**src/rtl/rx_irq_pkg.sv**
```systemverilog
// Constants shared by the receive-port interrupt status block
package rx_irq_pkg;
   localparam int SEL_WIDTH = 2;
   localparam int GPIO_COUNT = 4;
   localparam logic [7:0] ADDR_PORT_SELECT = 8'h4c;
   localparam logic [7:0] ADDR_STATUS_FIRST = 8'h4d;
   localparam logic [7:0] ADDR_STATUS_SECOND = 8'h4e;
   localparam logic [7:0] ADDR_EVENT_ENABLE = 8'hd9;
   localparam logic [7:0] ADDR_EVENT_STATUS = 8'hdb;
   localparam logic [7:0] ADDR_GPIO_STATUS = 8'hdc;
   localparam logic [7:0] ADDR_GPIO_EDGE = 8'hdd;
   localparam int BIT_LINE_LENGTH = 6;
   localparam int BIT_LINE_TOTAL = 5;
   localparam int BIT_OVERFLOW = 4;
   localparam int BIT_PARITY = 2;
   localparam int BIT_VALID = 1;
   localparam int BIT_LOCK = 0;
   localparam int GPIO_PEND_LSB = 4;
   localparam logic [7:0] MASK_FIRST = 8'h07;
   localparam logic [7:0] MASK_SECOND = 8'h70;
   localparam logic [7:0] MASK_EVENT_USED = 8'h77;
   localparam logic [7:0] RESET_BYTE = 8'h00;
   localparam logic [SEL_WIDTH-1:0] RESET_SELECT = 2'h0;
   localparam logic [GPIO_COUNT-1:0] RESET_GPIO = 4'h0;
endpackage

```
**src/rtl/rx_port_irq.sv**
```systemverilog
// Paged register front end and request combiner for all receive ports
`timescale 1ns/1ps
module rx_port_irq
#(
   parameter int NUM_PORTS = 4
)
(
   input wire logic clk_sys,
   input wire logic rst_n,
   input wire logic clk_en,
   input wire logic reg_wr,
   input wire logic reg_rd,
   input wire logic [7:0] reg_addr,
   input wire logic [7:0] reg_wdata,
   output logic [7:0] reg_rdata,
   input wire logic [NUM_PORTS-1:0] line_length_changed,
   input wire logic [NUM_PORTS-1:0] line_total_changed,
   input wire logic [NUM_PORTS-1:0] overflow_seen,
   input wire logic [NUM_PORTS-1:0] parity_seen,
   input wire logic [NUM_PORTS-1:0] port_valid,
   input wire logic [NUM_PORTS-1:0] lock_level,
   input wire logic [NUM_PORTS*rx_irq_pkg::GPIO_COUNT-1:0] fwd_gpio,
   output logic irq
);
   import rx_irq_pkg::*;

   logic [SEL_WIDTH-1:0] port_select, next_port_select;
   logic [7:0] next_reg_rdata;
   logic next_irq;
   logic [NUM_PORTS-1:0][7:0] ev_status;
   logic [NUM_PORTS-1:0][7:0] ev_enable;
   logic [NUM_PORTS-1:0][7:0] gp_status;
   logic [NUM_PORTS-1:0] unit_irq;
   logic [NUM_PORTS-1:0] rd_first, rd_second, rd_gpio, wr_enable, wr_edge;
   logic rd_act, wr_act;

   // True when port p is the one the select register points at
   function automatic logic port_hit(input logic [SEL_WIDTH-1:0] sel, input int p);
      port_hit = (int'(sel) == p);
   endfunction

   assign rd_act = reg_rd & clk_en;
   assign wr_act = reg_wr & clk_en;

   // Page select register
   always_comb
   begin
      next_port_select = port_select;
      if (wr_act && reg_addr == ADDR_PORT_SELECT)
         next_port_select = reg_wdata[SEL_WIDTH-1:0];
   end

   // Strobes steered to the selected port only
   always_comb
   begin
      for (int p = 0; p < NUM_PORTS; p++)
      begin
         rd_first[p] = rd_act && port_hit(port_select, p)
            && reg_addr == ADDR_STATUS_FIRST;
         rd_second[p] = rd_act && port_hit(port_select, p)
            && reg_addr == ADDR_STATUS_SECOND;
         rd_gpio[p] = rd_act && port_hit(port_select, p)
            && reg_addr == ADDR_GPIO_STATUS;
         wr_enable[p] = wr_act && port_hit(port_select, p)
            && reg_addr == ADDR_EVENT_ENABLE;
         wr_edge[p] = wr_act && port_hit(port_select, p)
            && reg_addr == ADDR_GPIO_EDGE;
      end
   end

   // One unit per receive port
   for (genvar g = 0; g < NUM_PORTS; g++)
   begin : g_port
      port_irq_unit u_unit (
         .clk_sys(clk_sys),
         .rst_n(rst_n),
         .clk_en(clk_en),
         .evt_line_length(line_length_changed[g]),
         .evt_line_total(line_total_changed[g]),
         .evt_overflow(overflow_seen[g]),
         .evt_parity(parity_seen[g]),
         .port_valid(port_valid[g]),
         .lock_level(lock_level[g]),
         .fwd_gpio(fwd_gpio[g*GPIO_COUNT +: GPIO_COUNT]),
         .rd_first(rd_first[g]),
         .rd_second(rd_second[g]),
         .rd_gpio(rd_gpio[g]),
         .wr_enable(wr_enable[g]),
         .wr_edge(wr_edge[g]),
         .wdata(reg_wdata),
         .event_status(ev_status[g]),
         .event_enable(ev_enable[g]),
         .gpio_status(gp_status[g]),
         .irq_req(unit_irq[g])
      );
   end

   // Read data mux, held between reads
   always_comb
   begin
      next_reg_rdata = reg_rdata;
      if (rd_act)
      begin
         case (reg_addr)
            ADDR_PORT_SELECT: next_reg_rdata = {{(8-SEL_WIDTH){1'b0}}, port_select};
            ADDR_EVENT_ENABLE: next_reg_rdata = ev_enable[port_select];
            ADDR_EVENT_STATUS: next_reg_rdata = ev_status[port_select];
            ADDR_GPIO_STATUS: next_reg_rdata = gp_status[port_select];
            default: next_reg_rdata = RESET_BYTE; // Write-only and foreign read as zero
         endcase
      end
   end

   // Single request toward the host
   assign next_irq = |unit_irq;

   // Output and select registers
   always_ff @(posedge clk_sys or negedge rst_n)
   begin
      if (!rst_n)
      begin
         port_select <= RESET_SELECT;
         reg_rdata <= RESET_BYTE;
         irq <= 1'b0;
      end
      else if (clk_en)
      begin
         port_select <= next_port_select;
         reg_rdata <= next_reg_rdata;
         irq <= next_irq;
      end
   end
endmodule // rx_port_irq

```
**src/rtl/port_irq_unit.sv**
```systemverilog
// Per-port event latches, enables and forward GPIO edge detection
`timescale 1ns/1ps
module port_irq_unit
   import rx_irq_pkg::*;
(
   input wire logic clk_sys,
   input wire logic rst_n,
   input wire logic clk_en,
   input wire logic evt_line_length,
   input wire logic evt_line_total,
   input wire logic evt_overflow,
   input wire logic evt_parity,
   input wire logic port_valid,
   input wire logic lock_level,
   input wire logic [rx_irq_pkg::GPIO_COUNT-1:0] fwd_gpio,
   input wire logic rd_first,
   input wire logic rd_second,
   input wire logic rd_gpio,
   input wire logic wr_enable,
   input wire logic wr_edge,
   input wire logic [7:0] wdata,
   output logic [7:0] event_status,
   output logic [7:0] event_enable,
   output logic [7:0] gpio_status,
   output logic irq_req
);
   import rx_irq_pkg::*;

   logic [7:0] pend, next_pend;
   logic [7:0] enable, next_enable;
   logic [7:0] edge_en, next_edge_en;
   logic [GPIO_COUNT-1:0] gpio_pend, next_gpio_pend;
   logic [GPIO_COUNT-1:0] gpio_prev;
   logic valid_prev, lock_prev;
   logic [7:0] sets;
   logic [GPIO_COUNT-1:0] gpio_sets;

   // Event sources and enabled GPIO edges
   always_comb
   begin
      sets = RESET_BYTE;
      gpio_sets = RESET_GPIO;
      sets[BIT_LINE_LENGTH] = evt_line_length;
      sets[BIT_LINE_TOTAL] = evt_line_total;
      sets[BIT_OVERFLOW] = evt_overflow;
      sets[BIT_PARITY] = evt_parity;
      sets[BIT_VALID] = port_valid ^ valid_prev;
      sets[BIT_LOCK] = lock_level ^ lock_prev;
      for (int i = 0; i < GPIO_COUNT; i++)
      begin
         gpio_sets[i] = (fwd_gpio[i] & ~gpio_prev[i] & edge_en[2*i])
            | (~fwd_gpio[i] & gpio_prev[i] & edge_en[2*i+1]);
      end
   end

   // Clear on status read, a same-cycle event wins
   always_comb
   begin
      next_pend = pend;
      if (rd_first)
         next_pend = next_pend & ~MASK_FIRST;
      if (rd_second)
         next_pend = next_pend & ~MASK_SECOND;
      next_pend = next_pend | sets;
      next_gpio_pend = rd_gpio ? RESET_GPIO : gpio_pend;
      next_gpio_pend = next_gpio_pend | gpio_sets;
      next_enable = wr_enable ? (wdata & MASK_EVENT_USED) : enable;
      next_edge_en = wr_edge ? wdata : edge_en;
   end

   // State registers, frozen while clock enable is low
   always_ff @(posedge clk_sys or negedge rst_n)
   begin
      if (!rst_n)
      begin
         pend <= RESET_BYTE;
         enable <= RESET_BYTE;
         edge_en <= RESET_BYTE;
         gpio_pend <= RESET_GPIO;
         gpio_prev <= RESET_GPIO;
         valid_prev <= 1'b0;
         lock_prev <= 1'b0;
      end
      else if (clk_en)
      begin
         pend <= next_pend;
         enable <= next_enable;
         edge_en <= next_edge_en;
         gpio_pend <= next_gpio_pend;
         gpio_prev <= fwd_gpio;
         valid_prev <= port_valid;
         lock_prev <= lock_level;
      end
   end

   // Readback views and the port request
   assign event_status = pend;
   assign event_enable = enable;
   assign gpio_status = {gpio_pend, fwd_gpio};
   assign irq_req = (|(pend & enable)) | (|gpio_pend);
endmodule // port_irq_unit

```
**config.mk**
```make
export PLATFORM = sky130hd
export DESIGN_NAME = rx_port_irq
export DESIGN_NICKNAME = d
export VERILOG_FILES = /design/src/rtl/rx_irq_pkg.sv /design/src/rtl/rx_port_irq.sv /design/src/rtl/port_irq_unit.sv
export SDC_FILE = /design/constraint.sdc
export NUM_CORES = 1
export LEC_CHECK = 0
export BUFFER_PORTS_ARGS = -buffer_cell sky130_fd_sc_hd__buf_2
export CAP_MARGIN = 40
export CORE_ASPECT_RATIO = 1.4
export CORE_MARGIN = 8
export CORE_UTILIZATION = 42
export DETAILED_ROUTE_END_ITERATION = 10
export REMOVE_ABC_BUFFERS = 1
export SLEW_MARGIN = 20
export SYNTH_ARGS = -nofsm -noshare
export SYNTH_HDL_FRONTEND = slang
export SYNTH_HIERARCHICAL = 1
export SYNTH_SLANG_ARGS = --single-unit
```
**constraint.sdc**
```tcl
create_clock -name clk_sys -period 2.5 [get_ports clk_sys]
set_input_delay 0.375 -clock clk_sys [delete_from_list [all_inputs] [get_ports clk_sys]]
set_output_delay 0.375 -clock clk_sys [all_outputs]
set_load 0.02 [all_outputs]
```
==> results of run 1 <==
-- critical path: stages, from the launching register on --
cell and delay [ns]:
dfrtp_1 0.43, buf_12 0.26, mux4_1 0.67, a22o_1 0.27, a32oi_1 0.15, o21ai_1 0.08
-- synthesized netlist by cell type, types with 2 or more instances --
| cell type | count | share of area [%] |
|---|---|---|
| a211o_1 | 16 | 2.0 |
| a21oi_1 | 2 | 0.15 |
| a22o_1 | 32 | 4.1 |
| a22oi_1 | 14 | 1.5 |
| a32oi_1 | 5 | 0.64 |
| and4b_1 | 34 | 5.0 |
| buf_12 | 2 | 0.59 |
| buf_2 | 4 | 0.29 |
| buf_4 | 32 | 3.5 |
| buf_6 | 5 | 0.82 |
| clkbuf_1 | 6 | 0.33 |
| clkbuf_8 | 6 | 1.2 |
| conb_1 | 4 | 0.22 |
| dfrtp_1 | 131 | 48 |
| mux2_2 | 52 | 8.6 |
| mux2_4 | 32 | 7.0 |
| mux4_1 | 9 | 3.5 |
| mux4_2 | 15 | 4.9 |
| nand2_1 | 29 | 1.6 |
| nand2_4 | 4 | 0.66 |
| nand2b_1 | 2 | 0.18 |
| nand3_1 | 3 | 0.22 |
| nand4_1 | 5 | 0.46 |
| nor2_1 | 11 | 0.60 |
| nor3_1 | 8 | 0.59 |
| nor4_1 | 8 | 0.73 |
| o21ai_1 | 8 | 0.59 |
| xor2_1 | 8 | 1.0 |
-- registers in the layout, indices dropped and copies added (netlist names), 2 cells and up --
name,flops
g_port.u_unit/edge_en,32
reg_rdata,8
g_port.u_unit/event_status,24
g_port.u_unit/valid_prev,4
g_port.u_unit/event_enable,24
port_select,2
g_port.u_unit/gpio_pend,16
g_port.u_unit/gpio_prev,16
g_port.u_unit/lock_prev,4
-- layer usage --
metal | share of wire [%] | vias up
li1 | - | 1994
met1 | 39 | 2284
met2 | 51 | 142
met3 | 5.6 | 37
met4 | 3.8 | 0
met5 | 0 | -
-- area by class of cell --
type | count | area [um^2] | share of cell area (%)
well taps | 199 | 249 | 3.20
repair buffers | 81 | 493 | 6.34
clock buffers | 19 | 443 | 5.69
multi-input cells | 320 | 3140 | 40.4
clock inverters | 13 | 174 | 2.24
flip-flops and latches | 131 | 3280 | 42.1
-- cells in the final DEF (no fill, tap or decap), types with 4 or more instances in the layout --
cell type | synthesis | routed
conb_1 | 4 | 16
mux2_4 | 32 | 32
a22oi_1 | 14 | 14
xor2_1 | 8 | 8
and4b_1 | 34 | 34
clkinv_4 | 0 | 4
mux2_2 | 52 | 52
o21ai_1 | 8 | 8
clkbuf_16 | 0 | 17
nand2_4 | 4 | 4
nand2_1 | 29 | 29
nor3_1 | 8 | 8
a22o_1 | 32 | 32
a211o_1 | 16 | 16
buf_2 | 4 | 67
dfrtp_1 | 131 | 131
nor2_1 | 11 | 11
nor4_1 | 8 | 8
mux4_2 | 15 | 15
a32oi_1 | 5 | 5
mux4_1 | 9 | 9
nand4_1 | 5 | 5
buf_4 | 32 | 9
buf_12 | 2 | 4
-- worst paths after layout --
| path | endpoint | slack, ns | startpoint | cells after the start |
|---|---|---|---|---|
| worst max-delay path | reg_rdata[2]$_DFFE_PN0P_ | 0.50 | port_select[0]$_DFFE_PN0P_ | 5 |
| worst min-delay path | g_port[1].u_unit/event_status[4]$_DFFE_PN0P_ | 0.17 | overflow_seen[1] | 2 |
| worst max register to register | reg_rdata[2]$_DFFE_PN0P_ | 0.50 | port_select[0]$_DFFE_PN0P_ | 5 |
| worst min register to register | reg_rdata[4]$_DFFE_PN0P_ | 0.48 | reg_rdata[4]$_DFFE_PN0P_ | 2 |
| max in group asynchronous | g_port[0].u_unit/gpio_pend[0]$_DFFE_PN0P_ | 1.37 | rst_n | 3 |
| min in group asynchronous | g_port[3].u_unit/edge_en[1]$_DFFE_PN0P_ | 0.48 | rst_n | 2 |
-- repair_timing --
action | in CTS | in global routing
hold buffers | 1 | 0
hold endpoints to repair | 33 | 0
gates resized for setup | 0 | 0
-- metrics by stage --
step	setup slack, ns	power, mW	area, um^2	hold WS, ns
after CTS	0.496	5.23	7780	0.157
final	0.501	5.16	7780	0.172
after detailed placement	0.443	2.63	7150	0.379
after floorplan	0.167	2.40	6420	0.0794
after global placement	0.460	2.61	7150	0.368
after global routing	0.403	5.36	7780	0.165
-- where the power goes --
group	switching, mW	internal [mW]	total, mW
clock	0.966	1.61	2.57
combinational	0.205	0.166	0.371
sequential	0.0388	2.18	2.22
-- logic make-up after synthesis --
| family | share of synthesized area (%) |
|---|---|
| multiplexers | 24.0 |
| AO/OA/AOI/OAI | 9.06 |
| AND/OR/NAND/NOR | 11.0 |
| buffers and inverters | 6.75 |
| XOR/XNOR | 1.02 |
| other | 0.220 |
| flip-flops | 47.9 |
==> results by stage, run 1 <==
Run status:
- The flow ran to the end, and the final reports show no timing, DRC or antenna violations.

Clock network:
- The cell at the root of the clock tree is clkbuf_16.
- The clock tree from TritonCTS is yes.
- The clock-pin slew on the worst setup and hold paths is 0.06 ns.
- Clock latency on the worst-skew pair, taken at its later pin, is 0.42 ns.
- CTS built an H-tree with a depth of 4.
- The maximum root-to-sink buffer count is 2.
- The setup fix buffers added after clock tree synthesis is 0.
- The number of sinks on the clock net is 131.
- TritonCTS created 17 clock buffers.

Synth:
- The number of distinct library cell variants in the gate-level netlist after synthesis is 35.
- The dominant register cell in the synthesized netlist is dfrtp_1.
- The average instance in the mapped netlist occupies 13.8 um^2.
- The number of enable flip-flop cells after synthesis is 0.
- In this run, synthesis produced a sequential element count of 131.
- After technology mapping, the gate count stands at 494.
- The sequential cell area fraction in the yosys report is 47.9%.
- During synthesis, Yosys emitted a total of 6 warnings.
- The async set-reset flop share out of synthesis is 100%.
- In this run the cell area of the synthesized design comes to 6840 um^2.

Routing:
- The number of remaining DRC errors is 0.
- The total wirelength of the detailed-routed design is 17100 um.
- The first detailed-routing pass took 5 iterations.
- After the first detailed-routing iteration, the DRC count stood at 297.
- In the routed layout, each cell is associated on average with a via count of 5.84.
- The detail route stage leaves a number of antenna-violating nets equal to 0.
- The average wire per standard cell is 22.4 um.
- The detailed router placed 4457 vias in this run.

STA:
- The period utilization is 80.0%.
- The clock skew is 0.00844 ns.
- The final total negative setup slack is 0 ns.
- Setup repair after global routing left no endpoint under its margin.
- The maximum operating frequency is 500 MHz.
- The actual slew at the worst max-slew pin is 0.508 ns.
- The hold violation count in the final report is 0.
- The number of slew-limit violations in the final report is 0.
- In this run the tightest slew margin relative to its limit is 65.8%.
- The worst path needs 2.00 ns of the cycle, external delays included.
- Setup violations remaining at the end of the flow were counted as 0.

Global routing:
- The number of global-route vias before repair is 4833.
- The highest-utilization routing layer at the global route stage is met2.
- For this run the aggregate overflow at the end of global routing stands at 0.
- The maximum number of pins on one net before global-route repair is 82.
- The number of antenna violations at the first check in global routing is 0.
- The overall global routing resource usage is 17.4%.
- The fraction of met2 tracks used by global routing is 28.6%.
- In the global route stage, met3 resource usage came out at 3.93%.
- The wire length of the first global-routing pass is 27000 um.
- The global-route track usage on met1 is 20.0%.

Layout:
- The repair_antennas step left the layout with diodes totalling 0.
- Counting the fill cells in the layout gives 1429.
- In the final design database the tool counted 612 nets.
- The area growth from synthesis to layout is 13.8%.
- At the end of the flow the core is filled with cells to 48.5%.
- The share of layout cells above drive strength 1 is 38.3%.
- For this run, the number of standard cells in the final layout without fillers is 763.

Place:
- The quantity of I/O buffers inserted on ports is 69.
- Detailed placement ended at an HPWL of 12400 um.
- At the end of routability-driven placement, the weighted congestion stood at 0.883.
- The total placed cells including tap cells is 730.

Worst setup path:
- Data arrives at the worst endpoint at 2.30 ns.
- The worst setup path is launched from a register.
- The maximum fanout encountered on the critical timing path is 31.
- By startpoint and endpoint, the worst setup path is classified as reg2reg.
- The worst setup path is captured at a register.
- The data required time of the worst path is 2.80 ns.

Die:
- The floorplan core area is 16000 um^2.
- In this run the horizontal extent of the chip is 124 um.
- Once the floorplan was initialized, standard cells occupied 42.6% of the core.
- The die extent in y is 167 um.
- The row count is 55.
- The floorplan die area is 20700 um^2.
- During I/O placement, the number of pins put on the boundary was 70.

Power and ir drop:
- The cell area power density is 664 nW/um^2.
- Summed over all cells, the static leakage comes to 3.78 nW.
- IR analysis of the VDD net gives a maximum drop of 0.000430 V.

Worst hold path:
- The type of the most critical hold path is in2reg.

Job:
- The number of max-capacitance violations reported is 0.
No activity file was read; power rests on OpenSTA's default activity.
==> run 2: changes to the inputs <==
ABC_AREA = 1   (was not set)
clock period = 1.69 ns   (was 2.5 ns; I/O delays follow)
==> run 2 against run 1 <==
Compared with the run above: core utilization increased by 0.46 points; first-iteration DRC count increased by 83%; critical path depth increased by 1.
==> results by stage, run 2 <==
Clock network:
- The insertion delay to the later sink of the worst-skew pair is 0.43 ns.
- The maximum level of the CTS H-tree is 4.
- The clock passes through at most 2 buffers.
- The clock-pin slew on the worst setup and hold paths is 0.06 ns.
- In this run, CTS created clock tree buffers numbering 17.
- The number of sinks on the clock net is 131.
- The cell at the root of the clock tree is clkbuf_16.
- The clock tree from TritonCTS is yes.

Synth:
- A synthesized cell averages 7.45 um^2.
- The number of distinct library cell variants in the gate-level netlist after synthesis is 23.
- The flip-flop and latch count after synthesis is 131.
- By area the synthesized netlist is led by dfrtp_1, nand2_1, nand3_1, o21ai_0, buf_4.
- Of all flip-flops after synthesis, the portion carrying an async set or reset was 100%.
- Summed over all instances, the cell type with the most area after synthesis is dfrtp_1.
- The synthesized design devotes to its leading area cell type 45.7% of total area.
- The netlist area before placement is 7180 um^2.
- The sequential cell area fraction in the yosys report is 45.7%.
- In the synthesized netlist the dominant register cell turns out to be dfrtp_1.
- After technology mapping, the gate count stands at 964.
- nand2_1 is the most common cell in the netlist.
- Sorting the synthesized cells by how often they occur yields nand2_1, dfrtp_1, nand3_1.
- The number of enable flip-flop cells after synthesis is 0.
- The total number of yosys warnings is 6.

Power and ir drop:
- The share of total power in the clock network is 50.1%.
- Of the total power, the share spent switching nets is 24.6%.
- The switching power of the nets is 1.93 mW.
- Cell internal power was estimated by the tool at 5.92 mW.
- In this run the power density over the cells is 958 nW/um^2.
- The share of total power dissipated in combinational logic is 8.3%.
- IR analysis of the VDD net gives a maximum drop of 0.000675 V.
- The leakage power summed over all cells is 4.22 nW.
- The sequential cell fraction of total power is 41.6%.

Global routing:
- The overall global routing resource usage is 18.9%.
- The wire length of the first global-routing pass is 31500 um.
- The number of antenna violations at the first check in global routing was 0.
- The maximum number of pins on one net before global-route repair is 69.
- The number of global-route vias before repair came to 6024.
- Global routing finished with a remaining overflow of 0.

Worst setup path:
- The critical path class is reg2reg.
- Data on the critical path is required at its endpoint by 2.00 ns.
- The launching element type of the critical path is a register.
- Data arrives at the worst endpoint at 1.90 ns.
- The maximum fanout encountered on the critical timing path is 14.
- STA classifies the critical path endpoint as a register.

Layout:
- The share of the core filled with cells is 49.0%.
- The flip-flop count of the largest register, all copies and words added is 32.
- In the final design database the tool counted 1086 nets.
- The register containing the most flip-flops in the final layout is g_port.u_unit/edge_en.
- The commonest non-fill, non-tap cell in the layout is nand2_1.
- The post-synthesis to final-layout area growth is 14.3%.
- The post-route netlist has 15.5% of its cells at a drive strength greater than 1.
- Leaving out fill and tap cells, the most frequent cells in the layout are nand2_1, dfrtp_1, nand3_1.
- The total inserted antenna cells is 0.

STA:
- Based on the critical path, the design can be clocked at up to 629 MHz.
- After layout, the minimum clock period comes to 1.59 ns.
- Summed over all failing endpoints, the final setup total negative slack is 0 ns.
- For the final database, setup skew stands at 0.00600 ns.
- The number of slew-limit violations in the final report is 0.
- Setup violations remaining at the end of the flow were counted as 0.
- Hold is met by 0.0506 ns.
- The period utilization is 94.1%.
- Setup slack on the critical path of the routed design comes to 0.0993 ns.
- The hold violation count in the final report is 0.

Die:
- Row generation in the floorplan step produced 56 rows.
- From left edge to right edge, the die measures 126 um.
- The floorplan core area is 16700 um^2.
- The die extent in y is 171 um.
- For this configuration, the core starts out at a cell density of 42.9%.
- In this run the count of I/O pins placed on the die edge is 70.
- The floorplan die area is 21600 um^2.

Place:
- The pre-CTS setup slack is -0.154 ns.
- The global placer's final weighted congestion is 0.934.
- The quantity of I/O buffers inserted on ports is 69.
- Summed over all nets, the half-perimeter wirelength after detailed placement is 14800 um.

Routing:
- The count of nets left with antenna violations once routing finished came out at 0.
- The detailed-routing iteration count for the pre-antenna-repair pass is 5.
- The average wire per standard cell is 15.8 um.
- The number of remaining DRC errors is 0.
- For this block, the via count after detailed routing is 6194.
- The via density per instance is 4.99.
- The initial detailed-routing violation count is 544.
- The total wirelength of the detailed-routed design is 19600 um.

Job:
- The number of max-capacitance violations reported is 0.

Worst hold path:
- The type of the most critical hold path is in2reg.

Run status:
- The run finished with clean final reports.
[run 2: cell types whose count changed in the layout (fill, tap and decap cells not counted), sizes merged, moves of 49 or more]
cell and change:
nand2 +366, nand3 +87, inv +76, o21ai +64
nor2 +49, mux2 -84
[run 2: final timing paths]
kind / slack [ns] / to / from / cells after the start
worst min register to register: 0.47 / g_port[2].u_unit/edge_en[3]$_DFFE_PN0P_ / g_port[2].u_unit/edge_en[3]$_DFFE_PN0P_ / 2
worst max register to register: 0.1 / g_port[1].u_unit/edge_en[0]$_DFFE_PN0P_ / port_select[0]$_DFFE_PN0P_ / 6
worst min-delay path: 0.05 / g_port[1].u_unit/valid_prev$_DFFE_PN0P_ / port_valid[1] / 3
worst max-delay path: 0.1 / g_port[1].u_unit/edge_en[0]$_DFFE_PN0P_ / port_select[0]$_DFFE_PN0P_ / 6
max in group asynchronous: 0.79 / g_port[2].u_unit/event_status[6]$_DFFE_PN0P_ / rst_n / 3
min in group asynchronous: 0.31 / g_port[0].u_unit/lock_prev$_DFFE_PN0P_ / rst_n / 2
[run 2: power groups by stage]
stage | logic (mW) | clock network, mW | registers [mW]
after floorplan | 0.258 | 0 | 3.35
after global placement | 0.646 | 0 | 3.32
after detailed placement | 0.651 | 0 | 3.32
after CTS | 0.656 | 4.00 | 3.27
after global routing | 0.743 | 4.13 | 3.28
final | 0.652 | 3.94 | 3.27
[run 2: per-layer routing]
layer / vias up / GRT usage [%] / part of all wire, %
li1: 3133 / - / -
met1: 2833 / 22.7 / 42
met2: 187 / 31.6 / 49
met3: 41 / 4.27 / 5.3
met4: 0 / 8.87 / 3.7
met5: - / 0 / 0
[run 2: cell type report]
cell class              count  area, um^2
repair buffers            101         638
fillers                  1660        8540
clock inverters            15         205
multi-input cells         697        3110
well taps                 203         254
inverters                  77         294
flip-flops and latches    131        3280
clock buffers              17         425
[run 2: per-stage QoR]
step / instance area (um^2) / instances / power (mW)
floorplan: 6630 / 905 / 3.61
global placement: 7510 / 1208 / 3.97
detailed placement: 7510 / 1208 / 3.98
CTS: 8160 / 1241 / 7.92
global route: 8200 / 1241 / 8.15
finish: 8200 / 1241 / 7.86
[run 2: kinds of logic (layout without fill, tap and decap cells)]
family                 count (synthesis)  in the layout  synth area share, %
AND/OR/NAND/NOR                      590            590                 34.5
buffers and inverters                148            210                 12.4
flip-flops                           131            131                 45.7
AO/OA/AOI/OAI                         91             91                 7.20
other                                  4             16                0.209
[run 2: repair_timing]
action | CTS | global route
cloned | 0 | 0
hold buffers | 1 | 0
resized for setup | 2 | 12
setup endpoints to repair | 14 | 43
setup buffers | 0 | 0
pin swaps | 0 | 0
hold endpoints to repair | 37 | 0
[run 2: worst max-delay path, cell delays in order, from the launching register on]
cell and delay (ns):
dfrtp_2 0.47, buf_4 0.22, nand2_1 0.11, nor3_2 0.33, nand2_4 0.18, nand2_1 0.09
o21ai_0 0.08
